==> config.mk <==
export PLATFORM = sky130hd
export DESIGN_NAME = svd_supply_detect
export DESIGN_NICKNAME = d
export VERILOG_FILES = /design/src/hdl/svd_supply_detect.v
export VERILOG_INCLUDE_DIRS = /design/src /design/src/hdl
export SDC_FILE = /design/constraint.sdc
export NUM_CORES = 1
export LEC_CHECK = 0
export BUFFER_PORTS_ARGS = -buffer_cell sky130_fd_sc_hd__buf_4
export CORE_MARGIN = 2
export CORE_UTILIZATION = 50
export CTS_CLUSTER_DIAMETER = 200
export DETAILED_ROUTE_END_ITERATION = 8
export PLACE_DENSITY = 0.8
export SYNTH_ARGS = -nofsm -noshare
export SYNTH_HDL_FRONTEND = slang
export SYNTH_SLANG_ARGS = --single-unit
==> constraint.sdc <==
create_clock -name clk -period 1.9 [get_ports clk]
set_clock_uncertainty 0.05 [all_clocks]
set_input_delay 0.285 -clock clk [delete_from_list [all_inputs] [get_ports clk]]
set_output_delay 0.285 -clock clk [all_outputs]
set_load 0.005 [all_outputs]
==> src/hdl/svd_defines.vh <==
// Offsets, field positions, reset values and timing counts of the supply detect block
// How it works
// [RULE1] Enable bit 0 of control register starts monitoring; resets to zero, monitoring off.
// [RULE2] While enabled, both flags follow comparator outputs every clock cycle.
// [RULE3] Flags count as valid only 20 us after enable is set.
// [RULE4] Upper threshold flag at bit 2 reads one only while supply is below it.
// [RULE5] Low battery flag is read only, one on low condition, zero after reset.
// [RULE6] Enabled and low battery flag set drives low voltage request line five.
// [RULE7] Request bit 5 latches the low event until software clears it or reset.
// [RULE8] Latched request interrupts only when its mask bit is set, else poll only.
// [RULE9] No detection, flag update or request while in the stop low-power state.
// [RULE10] Software writes zeros to reserved upper bits of the control register.
// [RULE11] Software avoids reprogramming port zero one mode while checking low voltage.
// [RULE12] Software enables interrupts globally before setting the detection enable bit.
// [RULE13] Each comparator output passes two flip-flops before flags or request.
`ifndef SVD_DEFINES_VH
`define SVD_DEFINES_VH
`define SVD_CTRL_OFS        8'h0c
`define SVD_IRQ_OFS         8'h10
`define SVD_IMR_OFS         8'h14
`define SVD_EN_BIT          0
`define SVD_LOW_BIT         1
`define SVD_UPPER_BIT       2
`define SVD_REQ_BIT         5
`define SVD_CTRL_RESET      8'h00
`define SVD_IRQ_RESET       8'h00
`define SVD_IMR_RESET       8'h00
`define SVD_SETTLE_NS       20000
`define SVD_CLK_MHZ         20
`define SVD_SETTLE_CYCLES   ((`SVD_SETTLE_NS * `SVD_CLK_MHZ) / 1000)
`endif

==> src/hdl/svd_supply_detect.v <==
// Supply voltage detect flags with AXI4-Lite register access
//
// The AXI4-Lite interface to the registers was chosen for this implementation.
`timescale 1ns/1ps
`default_nettype none
`include "svd_defines.vh"
module svd_supply_detect #(
   parameter integer SETTLE_CYCLES = `SVD_SETTLE_CYCLES
) (
   input  wire        clk,
   input  wire        reset,
   input  wire        low_cmp,
   input  wire        upper_cmp,
   input  wire        stop_mode,
   input  wire [7:0]  s_axi_awaddr,
   input  wire        s_axi_awvalid,
   output reg         s_axi_awready,
   input  wire [31:0] s_axi_wdata,
   input  wire [3:0]  s_axi_wstrb,
   input  wire        s_axi_wvalid,
   output reg         s_axi_wready,
   output reg  [1:0]  s_axi_bresp,
   output reg         s_axi_bvalid,
   input  wire        s_axi_bready,
   input  wire [7:0]  s_axi_araddr,
   input  wire        s_axi_arvalid,
   output reg         s_axi_arready,
   output reg  [31:0] s_axi_rdata,
   output reg  [1:0]  s_axi_rresp,
   output reg         s_axi_rvalid,
   input  wire        s_axi_rready,
   output reg         flags_valid_q,
   output reg         low_voltage_request_line,
   output reg         irq_q
);
   localparam [1:0] RESP_OKAY   = 2'b00;
   localparam [1:0] RESP_SLVERR = 2'b10;
   localparam integer CW = 16;

   // Synchronisers; stage one feeds only stage two
   reg [1:0] low_s1_q;
   reg [1:0] low_s2_q;
   reg       stop_s1_q;
   reg       stop_s2_q;

   reg        voltage_monitor_enable_q;
   reg        low_battery_flag_q;
   reg        upper_threshold_flag_q;
   reg [7:0]  irq_status_q;
   reg [7:0]  interrupt_mask_register_q;
   reg [CW-1:0] settle_cnt_q;

   reg        aw_held_q;
   reg [7:0]  aw_addr_q;
   reg        w_held_q;
   reg [31:0] w_data_q;
   reg [3:0]  w_strb_q;

   wire       active = voltage_monitor_enable_q & ~stop_s2_q; // [RULE9]
   wire       wr_go  = aw_held_q & w_held_q & ~s_axi_bvalid;
   reg        wr_ctrl;
   reg        wr_irq;
   reg        wr_imr;
   reg        wr_hit;

   // Write decode; a cleared byte 0 strobe to a mapped register turns the write into a no-op with an OKAY answer
   always @* begin
      wr_ctrl = 1'b0;
      wr_irq  = 1'b0;
      wr_imr  = 1'b0;
      wr_hit  = 1'b1;
      if (aw_addr_q == `SVD_CTRL_OFS) begin
         wr_ctrl = wr_go & w_strb_q[0];
      end else if (aw_addr_q == `SVD_IRQ_OFS) begin
         wr_irq = wr_go & w_strb_q[0];
      end else if (aw_addr_q == `SVD_IMR_OFS) begin
         wr_imr = wr_go & w_strb_q[0];
      end else begin
         wr_hit = 1'b0;
      end
   end

   wire       low_evt = active & low_s2_q[0]; // [RULE6]
   wire [7:0] ctrl_rd = {5'h00, upper_threshold_flag_q, low_battery_flag_q,
                         voltage_monitor_enable_q};
   reg  [7:0] irq_status_d;

   always @* begin
      irq_status_d = irq_status_q;
      if (wr_irq) begin
         irq_status_d = irq_status_q & ~w_data_q[7:0];
      end
      // Set wins over a clear in the same cycle
      if (low_evt) begin
         irq_status_d[`SVD_REQ_BIT] = 1'b1; // [RULE7]
      end
   end

   always @(posedge clk) begin
      if (reset) begin
         low_s1_q <= 2'b00;
         low_s2_q <= 2'b00;
         stop_s1_q <= 1'b0;
         stop_s2_q <= 1'b0;
      end else begin
         low_s1_q <= {upper_cmp, low_cmp}; // [RULE13]
         low_s2_q <= low_s1_q;
         stop_s1_q <= stop_mode;
         stop_s2_q <= stop_s1_q;
      end
   end

   always @(posedge clk) begin
      if (reset) begin
         voltage_monitor_enable_q <= 1'b0; // [RULE1]
         low_battery_flag_q <= 1'b0; // [RULE5]
         upper_threshold_flag_q <= 1'b0; // [RULE4]
         irq_status_q <= `SVD_IRQ_RESET;
         interrupt_mask_register_q <= `SVD_IMR_RESET;
         settle_cnt_q <= {CW{1'b0}};
         flags_valid_q <= 1'b0;
         low_voltage_request_line <= 1'b0;
         irq_q <= 1'b0;
      end else begin
         if (wr_ctrl) begin
            // Reserved and read-only bits ignore writes
            voltage_monitor_enable_q <= w_data_q[`SVD_EN_BIT]; // [RULE1]
         end
         if (wr_imr) begin
            interrupt_mask_register_q <= w_data_q[7:0];
         end
         // Flags freeze in stop state; the comparators are off then
         if (active) begin
            low_battery_flag_q <= low_s2_q[0]; // [RULE2] [RULE5]
            upper_threshold_flag_q <= low_s2_q[1]; // [RULE2] [RULE4]
         end else if (!voltage_monitor_enable_q) begin
            low_battery_flag_q <= 1'b0;
            upper_threshold_flag_q <= 1'b0;
         end
         if (!voltage_monitor_enable_q) begin
            settle_cnt_q <= {CW{1'b0}};
            flags_valid_q <= 1'b0;
         end else if (settle_cnt_q >= SETTLE_CYCLES[CW-1:0]) begin
            flags_valid_q <= 1'b1; // [RULE3]
         end else begin
            settle_cnt_q <= settle_cnt_q + {{(CW-1){1'b0}}, 1'b1};
         end
         irq_status_q <= irq_status_d;
         low_voltage_request_line <= low_evt; // [RULE6]
         irq_q <= |(irq_status_d & interrupt_mask_register_q); // [RULE8]
      end
   end

   // Write channel: address and data taken in either order
   always @(posedge clk) begin
      if (reset) begin
         aw_held_q <= 1'b0;
         w_held_q <= 1'b0;
         aw_addr_q <= 8'h00;
         w_data_q <= 32'h00000000;
         w_strb_q <= 4'h0;
         s_axi_awready <= 1'b0;
         s_axi_wready <= 1'b0;
         s_axi_bvalid <= 1'b0;
         s_axi_bresp <= RESP_OKAY;
      end else begin
         s_axi_awready <= ~aw_held_q & ~s_axi_awready & s_axi_awvalid;
         s_axi_wready <= ~w_held_q & ~s_axi_wready & s_axi_wvalid;
         if (s_axi_awvalid && s_axi_awready) begin
            aw_held_q <= 1'b1;
            aw_addr_q <= {s_axi_awaddr[7:2], 2'b00};
         end
         if (s_axi_wvalid && s_axi_wready) begin
            w_held_q <= 1'b1;
            w_data_q <= s_axi_wdata;
            w_strb_q <= s_axi_wstrb;
         end
         if (wr_go) begin
            aw_held_q <= 1'b0;
            w_held_q <= 1'b0;
            s_axi_bvalid <= 1'b1;
            if (wr_hit) begin
               s_axi_bresp <= RESP_OKAY;
            end else begin
               s_axi_bresp <= RESP_SLVERR;
            end
         end else if (s_axi_bvalid && s_axi_bready) begin
            s_axi_bvalid <= 1'b0;
         end
      end
   end

   // Read channel
   always @(posedge clk) begin
      if (reset) begin
         s_axi_arready <= 1'b0;
         s_axi_rvalid <= 1'b0;
         s_axi_rdata <= 32'h00000000;
         s_axi_rresp <= RESP_OKAY;
      end else begin
         s_axi_arready <= ~s_axi_arready & ~s_axi_rvalid & s_axi_arvalid;
         if (s_axi_arvalid && s_axi_arready) begin
            s_axi_rvalid <= 1'b1;
            s_axi_rresp <= RESP_OKAY;
            if ({s_axi_araddr[7:2], 2'b00} == `SVD_CTRL_OFS) begin
               s_axi_rdata <= {24'h000000, ctrl_rd};
            end else if ({s_axi_araddr[7:2], 2'b00} == `SVD_IRQ_OFS) begin
               s_axi_rdata <= {24'h000000, irq_status_q};
            end else if ({s_axi_araddr[7:2], 2'b00} == `SVD_IMR_OFS) begin
               s_axi_rdata <= {24'h000000, interrupt_mask_register_q};
            end else begin
               s_axi_rdata <= 32'h00000000;
               s_axi_rresp <= RESP_SLVERR;
            end
         end else if (s_axi_rvalid && s_axi_rready) begin
            s_axi_rvalid <= 1'b0;
         end
      end
   end
endmodule
`default_nettype wire

# Word-level counts from Yosys, hierarchy flattened
# Cells that the tools add are included.
[classes]
eq_ne = 7
bitwise = 23
n_reduce_logical = 10
n_mux = 25
n_addsub = 1
n_lt_le_gt_ge = 1
[ops]
columns = ["operator", "count"]
rows = [
  ["two-way mux 8 bit", 4],
  ["== test 6 x 3 -> 1 bit, second input constant", 4],
  ["two-way mux 1 bit", 17],
  ["adder 16 x 1 -> 16 bit, second input constant", 1],
  ["bitwise AND 8 bit", 2],
  ["greater-or-equal comparator 16 x 9 -> 1 bit, second input constant", 1],
  ["== test 6 x 2 -> 1 bit, second input constant", 2],
  ["bitwise AND 1 bit", 11],
  ["inverter 1 bit", 9],
  ["two-way mux 2 bit", 4],
  ["inverter 8 bit", 1],
  ["OR reduction 8 bit", 1],
  ["logical AND 1 bit", 5],
  ["nonzero test 2 bit", 2],
  ["OR reduction 2 bit", 2],
  ["!= test 2 x 1 -> 1 bit, second input constant", 1],
]
[word_totals]
ff_bits = 102
input_bits = 62
out_inout_bits = 44

# Longest topological paths before layout
# Gate-level depths: netlist (run 1).
[depth]
word_depth = 9
depth_mapped = 6
ltp_nobuf = 5

# Worst setup path before layout (run 1)
# Ideal clock, no wire load.
[synth_path]
path_type = "register to register"
startpoint = "register aw_addr_q[5]"
endpoint = "register irq_q"
arrival_ns = 1.501
setup_time_ns = 0.138
path_stages_with_launch = 6
setup_slack_ns = 0.211
path_cell_list = "dfxtp_1 -> or3_4 -> nor4b_4 -> a21boi_0 -> a221oi_2 -> a41oi_1"
[synth_between]
elab_chain_len = 7
word_cells_on_any_way = 8
[synth_lines]
columns = ["element", "line_no", "source"]
rows = [
  ["start, declared", "svd_supply_detect.v:54", "reg [7:0] aw_addr_q;"],
  ["start signal, assigned", "svd_supply_detect.v:171", "aw_addr_q <= {s_axi_awaddr[7:2], 2'b00};"],
  ["== test 6 x 3 -> 1 bit (no source line)", "n/a", ""],
  ["two-way mux 1 bit", "svd_supply_detect.v:74", "end else if (aw_addr_q == `SVD_IRQ_OFS) begin"],
  ["two-way mux 1 bit (*)", "svd_supply_detect.v:72", "if (aw_addr_q == `SVD_CTRL_OFS) begin"],
  ["two-way mux 8 bit (*)", "svd_supply_detect.v:90", "if (wr_irq) begin"],
  ["two-way mux 1 bit", "svd_supply_detect.v:94", "if (low_evt) begin"],
  ["bitwise AND 8 bit (*)", "svd_supply_detect.v:150", "irq_q <= |(irq_status_d & interrupt_mask_register_q);"],
  ["OR reduction 8 bit (*)", "svd_supply_detect.v:150", ""],
  ["end signal, assigned", "svd_supply_detect.v:150", ""],
  ["end, declared", "svd_supply_detect.v:34", "output reg irq_q"],
]
# Every way passes the cells marked *; elsewhere a longest branch is shown, timed or not.
# A chain may end at the register's enable or synchronous reset.

# Worst setup path in the final report (run 1)
# Ends and elaborated chain as after synthesis.

==> results of run 1 <==
sequential cells by signal, summed over array words and instances (netlist names), 2 cells and up:
name,cells
aw_addr_q,6
interrupt_mask_register_q,8
irq_status_q,8
low_s1_q,2
low_s2_q,2
s_axi_rdata,8
settle_cnt_q,16
w_data_q,8
through the flow:
| stage | hold slack [ns] | total power [mW] | instance area, um^2 |
|---|---|---|---|
| after CTS | 0.0986 | 2.87 | 3590 |
| after global routing | 0.101 | 2.97 | 3590 |
| after global placement | 0.375 | 1.82 | 3420 |
| final | 0.103 | 2.85 | 3590 |
| after floorplan | 0.363 | 1.79 | 3180 |
| after detailed placement | 0.373 | 1.82 | 3420 |
power by group through the flow:
stage	Sequential [mW]	Clock (mW)	Combinational [mW]
2_1_floorplan	1.67	0	0.121
3_3_place_gp	1.67	0	0.150
3_5_place_dp	1.67	0	0.153
4_1_cts	1.64	1.08	0.153
5_1_grt	1.64	1.16	0.174
6_report	1.64	1.07	0.152
worst min path at each step:
stage                startpoint     endpoint  slack [ns]  cells after the start
floorplan               low_cmp  low_s1_q[0]        0.36                      1
global placement    low_s1_q[1]  low_s2_q[1]        0.37                      1
detailed placement  low_s1_q[0]  low_s2_q[0]        0.37                      1
CTS                     low_cmp  low_s1_q[0]         0.1                      2
global route            low_cmp  low_s1_q[0]        0.10                      2
finish                  low_cmp  low_s1_q[0]        0.10                      2
cell families (layout without fill, tap and decap cells):
group | count (synthesis) | count (layout) | synth area share
simple gates | 143 | 143 | 0.230
flops | 76 | 76 | 0.493
other cells | 1 | 26 | 0.00121
fa+ha+maj | 2 | 2 | 0.00810
compound gates | 61 | 61 | 0.123
buf+inv | 45 | 74 | 0.0891
mux | 12 | 12 | 0.0413
xor+xnor | 5 | 5 | 0.0142
layout make-up:
| class | instances | area, um^2 |
|---|---|---|
| clock inverter | 2 | 10.0 |
| sequential | 76 | 1520 |
| clock buffer | 13 | 159 |
| multi-input combinational | 249 | 1390 |
| fill | 553 | 2360 |
| inverter | 6 | 22.5 |
| tap | 75 | 93.8 |
| timing repair buffer | 53 | 402 |
layout by cell type, fill, tap and decap left out, types with 3 or more instances in the layout:
cell,instances
a211oi_1,3
a21oi_1,33
a22oi_1,8
and2_1,10
buf_4,52
clkbuf_8,11
conb_1,26
dfxtp_1,76
inv_1,6
mux2_2,6
mux2i_1,6
nand2_1,57
nand2b_1,6
nand3_1,9
nor2_1,28
nor2b_1,11
nor3_1,6
nor4b_1,3
o21ai_0,4
o2bb2ai_1,3
xnor2_1,5
routing by layer:
layer | up-vias | part of all wire | GRT usage
li1 | 1213 | - | -
met1 | 1076 | 0.46 | 0.229
met2 | 89 | 0.45 | 0.297
met3 | 10 | 0.066 | 0.0337
met4 | 0 | 0.023 | 0.113
met5 | - | 0 | 0
==> reports/results.ini, run 1 <==
[outcome]
status=completed

[min_path]
min_path_type=input pin to flop

[detailed_routing]
routedWlPerCell_um=12.2
dr_total_vias=2388
vias_per_cell=5.04
ant_nets=0
totalWireLength_mm=5.77
drc_errors=0
dr.pass1.iters=4
drt_iter0_markers=128

[sta]
rsz0062_at_grt=no
hold_viol=0
max_freq_ghz=0.567
post-route-period-util=0.928
timing.setup.tns_ns=0
drv_slew=0
finalSetupViolations=0
period_needed_ns=1.76
fin_ws_ns=0.136

[logic_synthesis]
synth_edf_count=0
ys_seq_elements=76
async_flop_share=0
synth.most_common_cell=dfxtp_1
synth_top_area_share=0.493
synthCells=345
yosys-top-cells-area=dfxtp_1, nand2_1, buf_4
yosysUniqueCellTypes=41
synth_common_cells=dfxtp_1, nand2_1, a21oi_1
ys.flop_type=dfxtp_1
avgSynthCellArea_um2=8.95
syn_area_mm2=0.00309
yosys_warnings=0
yosysTopAreaCell=dfxtp_1
yosysSeqAreaShare=0.493

[clocking]
cts_made_buffers=9
cts-root-buf=clkbuf_8
htreeDepth=3
cts-hold-fix-buffers=0
post_cts_buffers=0
clk_latency_ns=0.34
clock_sinks=76
cts_resized=0
ctsLongestPathBuffers=2
clk_pin_slew_ns=0.07
cts_tree=yes

[global_routing]
grt_antenna_before_repair=0
grt_usage=0.184
grt_max_degree=40
globalRouteOverflowTotal=0
grt_pass1_wl_mm=9.48
grt_pass1_vias=2166

[critical_path]
crit_slowest_cell=or3_4
crit_arrival_ns=1.93
path_max_fanout=10
cp-end-kind=flop
worstSetupPathType=flop to flop
start_kind=flop
worst_ep_required_time_ns=2.06
cp_num_cells=6
critPathLaunch=aw_addr_q[5]
reg2reg_to=irq_q
crit_buf_inv=1
rr_startpoint=aw_addr_q[5]
cp-endpoint=irq_q
rrSetupSlack_ns=0.14
critPathTopFamily=simple AND/OR/NAND/NOR gates
reg2regPathDepth=6
crit_path_max_incr_delay_ns=0.41
cp_cell_sequence=or3_4, nor4b_4, buf_6, a21boi_2, a221oi_2, a41oi_1

[floorplan]
die_area_mm2=0.00682
rows=28
die_y_um=82.6
initial_core_util=0.518
io_pins=106
die_x_um=82.6
core_area_mm2=0.00596

[power]
power.density_mw_per_mm2=794
intPower_mw=2.23
comb_power_share=0.053
p_clk_frac=0.374
p_sw_mw=0.627
seq_power_share=0.573
ir_worst_vdd_mv=0.434
switching_share=0.220
p_leak_nw=1.41

[place]
port_buffers=48
pre_cts_ws_ns=0.0795
gp_congestion=0.788
dpl.cell_count=459
post-dp-hpwl_mm=4.16

[cells_and_area]
drive_above_1_share=0.195
nNetsFinal=459
utilization=0.603
diodes=0
layoutNonFillerInstCount=474
syn_to_final_growth_pct=16.4

[job]
cap_viol_max_count=0

Note: power is estimated with default switching activity, not from simulation.
==> inputs of run 2 (changes only) <==
REMOVE_ABC_BUFFERS = 1   (was not set)
==> run 2 against run 1 <==
Net effect:
- fmax shrank 4.5%
- clock-buffer cell count grew 1
- cell area grew 1.5%
- non-clock buffer count grew 1
- global-route usage shrank 0.64 points
- worst hold slack lost 0.0043 ns
- first-iteration DRC count shrank 5.5%
- utilization grew 0.90 points
- register-to-register slack lost 0.08 ns
- final cell count grew 0.21%
- critical path type unchanged
- largest cell class unchanged
- largest power group unchanged
- highest routed layer unchanged
==> reports/results.ini, run 2 (synthesis gave the netlist of run 1 again) <==
[outcome]
status=completed

[global_routing]
grt_pass1_vias=2195  ; +1.3%
grt_usage=0.178  ; -0.00642
globalRouteOverflowTotal=0  ; unchanged
grt_pass1_wl_mm=9.28  ; -2.1%
grt_max_degree=33  ; -18%
grt_antenna_before_repair=0  ; unchanged

[critical_path]
cp-end-kind=flop
start_kind=flop
worstSetupPathType=flop to flop
worst_ep_required_time_ns=2.06  ; about the same
crit_arrival_ns=2.01  ; +0.08 ns
path_max_fanout=8  ; -2

[cells_and_area]
top_register=settle_cnt_q
nNetsFinal=460  ; +0.22%
drive_above_1_share=0.203  ; +0.00701
final_cell_area_mm2=0.00365  ; +1.5%
final_cell_mix=dfxtp_1, nand2_1, buf_4
largest_reg_flops=16  ; unchanged
layout_commonest_cell=dfxtp_1
syn_to_final_growth_pct=18.1
diodes=0  ; unchanged
layoutNonFillerInstCount=475  ; +0.21%

[power]
ir_worst_vdd_mv=0.468  ; +8.0%
p_leak_nw=1.43  ; +1.5%
power.density_mw_per_mm2=829  ; +4.3%
power_mw=3.02  ; +5.9%

[detailed_routing]
ant_nets=0  ; unchanged
drt_iter0_markers=121  ; -5.5%
dr_total_vias=2361  ; -1.1%
totalWireLength_mm=5.71  ; -1.0%
drc_errors=0  ; unchanged
routedWlPerCell_um=12.0  ; -1.2%
dr.pass1.iters=4  ; unchanged
vias_per_cell=4.97  ; -1.3%

[sta]
drv_slew=0  ; unchanged
hold_viol=0  ; unchanged
period_needed_ns=1.85  ; +0.0823 ns
finalSetupViolations=0  ; unchanged
max_freq_ghz=0.542  ; -4.5%
hold_slack_ns=0.0990  ; -0.00432 ns
rsz0062_at_grt=yes
post-route-period-util=0.972  ; +0.0433

[clocking]
cts_tree=yes
clk_pin_slew_ns=0.07  ; about the same
cts_made_buffers=9  ; unchanged
clock_sinks=76  ; unchanged
cts_resized=0  ; unchanged
htreeDepth=3  ; unchanged
clk_latency_ns=0.34  ; about the same
cts-root-buf=clkbuf_8
post_cts_buffers=0  ; unchanged
cts-hold-fix-buffers=0  ; unchanged
ctsLongestPathBuffers=2  ; unchanged

[floorplan]
io_pins=106  ; unchanged
die_y_um=82.6  ; unchanged
initial_core_util=0.518  ; unchanged
core_area_mm2=0.00596  ; unchanged
rows=28  ; unchanged
die_x_um=82.6  ; unchanged
die_area_mm2=0.00682  ; unchanged

[place]
dpl.cell_count=460  ; +0.22%
placed_cell_area_mm2=0.00343  ; +0.22%
gp_congestion=0.850  ; +7.9%
port_buffers=48  ; unchanged
post-dp-hpwl_mm=4.09  ; -1.6%

[min_path]
min_path_type=input pin to flop

[job]
cap_viol_max_count=0  ; unchanged

==> run 2: cell count changes in the layout (fill, tap and decap cells not counted), sizes merged <==
cell and delta:
buf +1, bufinv +1, clkbuf +1, clkinv -2
==> run 2: routing by layer <==
layer | track usage | up-vias | wire length (um)
li1 | - | 1218 | -
met1 | 0.214 | 1069 | 2640
met2 | 0.302 | 63 | 2660
met3 | 0.0370 | 11 | 299
met4 | 0.0885 | 0 | 112
met5 | 0 | - | 0
==> run 2: path summary, 6_finish.rpt <==
check	startpoint	end	slack, ns	cells after the start
setup / recovery	aw_addr_q[5]	irq_q	0.05	6
hold / removal	low_cmp	low_s1_q[0]	0.1	2
setup reg to reg	aw_addr_q[5]	irq_q	0.05	6
hold reg to reg	stop_s1_q	stop_s2_q	0.39	1
==> run 2: final cells by class <==
cell class	instances	area [um^2]
inverters	6	22.5
fillers	507	2310
repair buffers	54	409
clock buffers	14	173
clock inverters	1	30.0
flip-flops and latches	76	1520
multi-input cells	249	1400
well taps	75	93.8
==> run 2: power by group <==
group | internal [mW] | switching [mW] | leakage, nW
logic | 0.0760 | 0.0752 | 0.714
registers | 1.62 | 0.0194 | 0.615
clock network | 0.709 | 0.527 | 0.103
==> run 2: critical path, cell delays in order (launching register included) <==
cell and delay [ns]:
dfxtp_1 0.31, or3_4 0.41, nor4b_4 0.32, buf_6 0.19, nand2_1 0.08, a31oi_2 0.22
a41oi_1 0.14
==> run 2: per-stage QoR <==
step | TNS [ns] | setup slack, ns | utilization
6_report | 0 | 0.0539 | 0.612
4_1_cts | 0 | 0.00854 | 0.610
3_5_place_dp | 0 | 0.0264 | 0.576
2_1_floorplan | -0.0480 | -0.0480 | -
3_3_place_gp | 0 | 0.0503 | 0.576
5_1_grt | -0.0462 | -0.0462 | 0.612
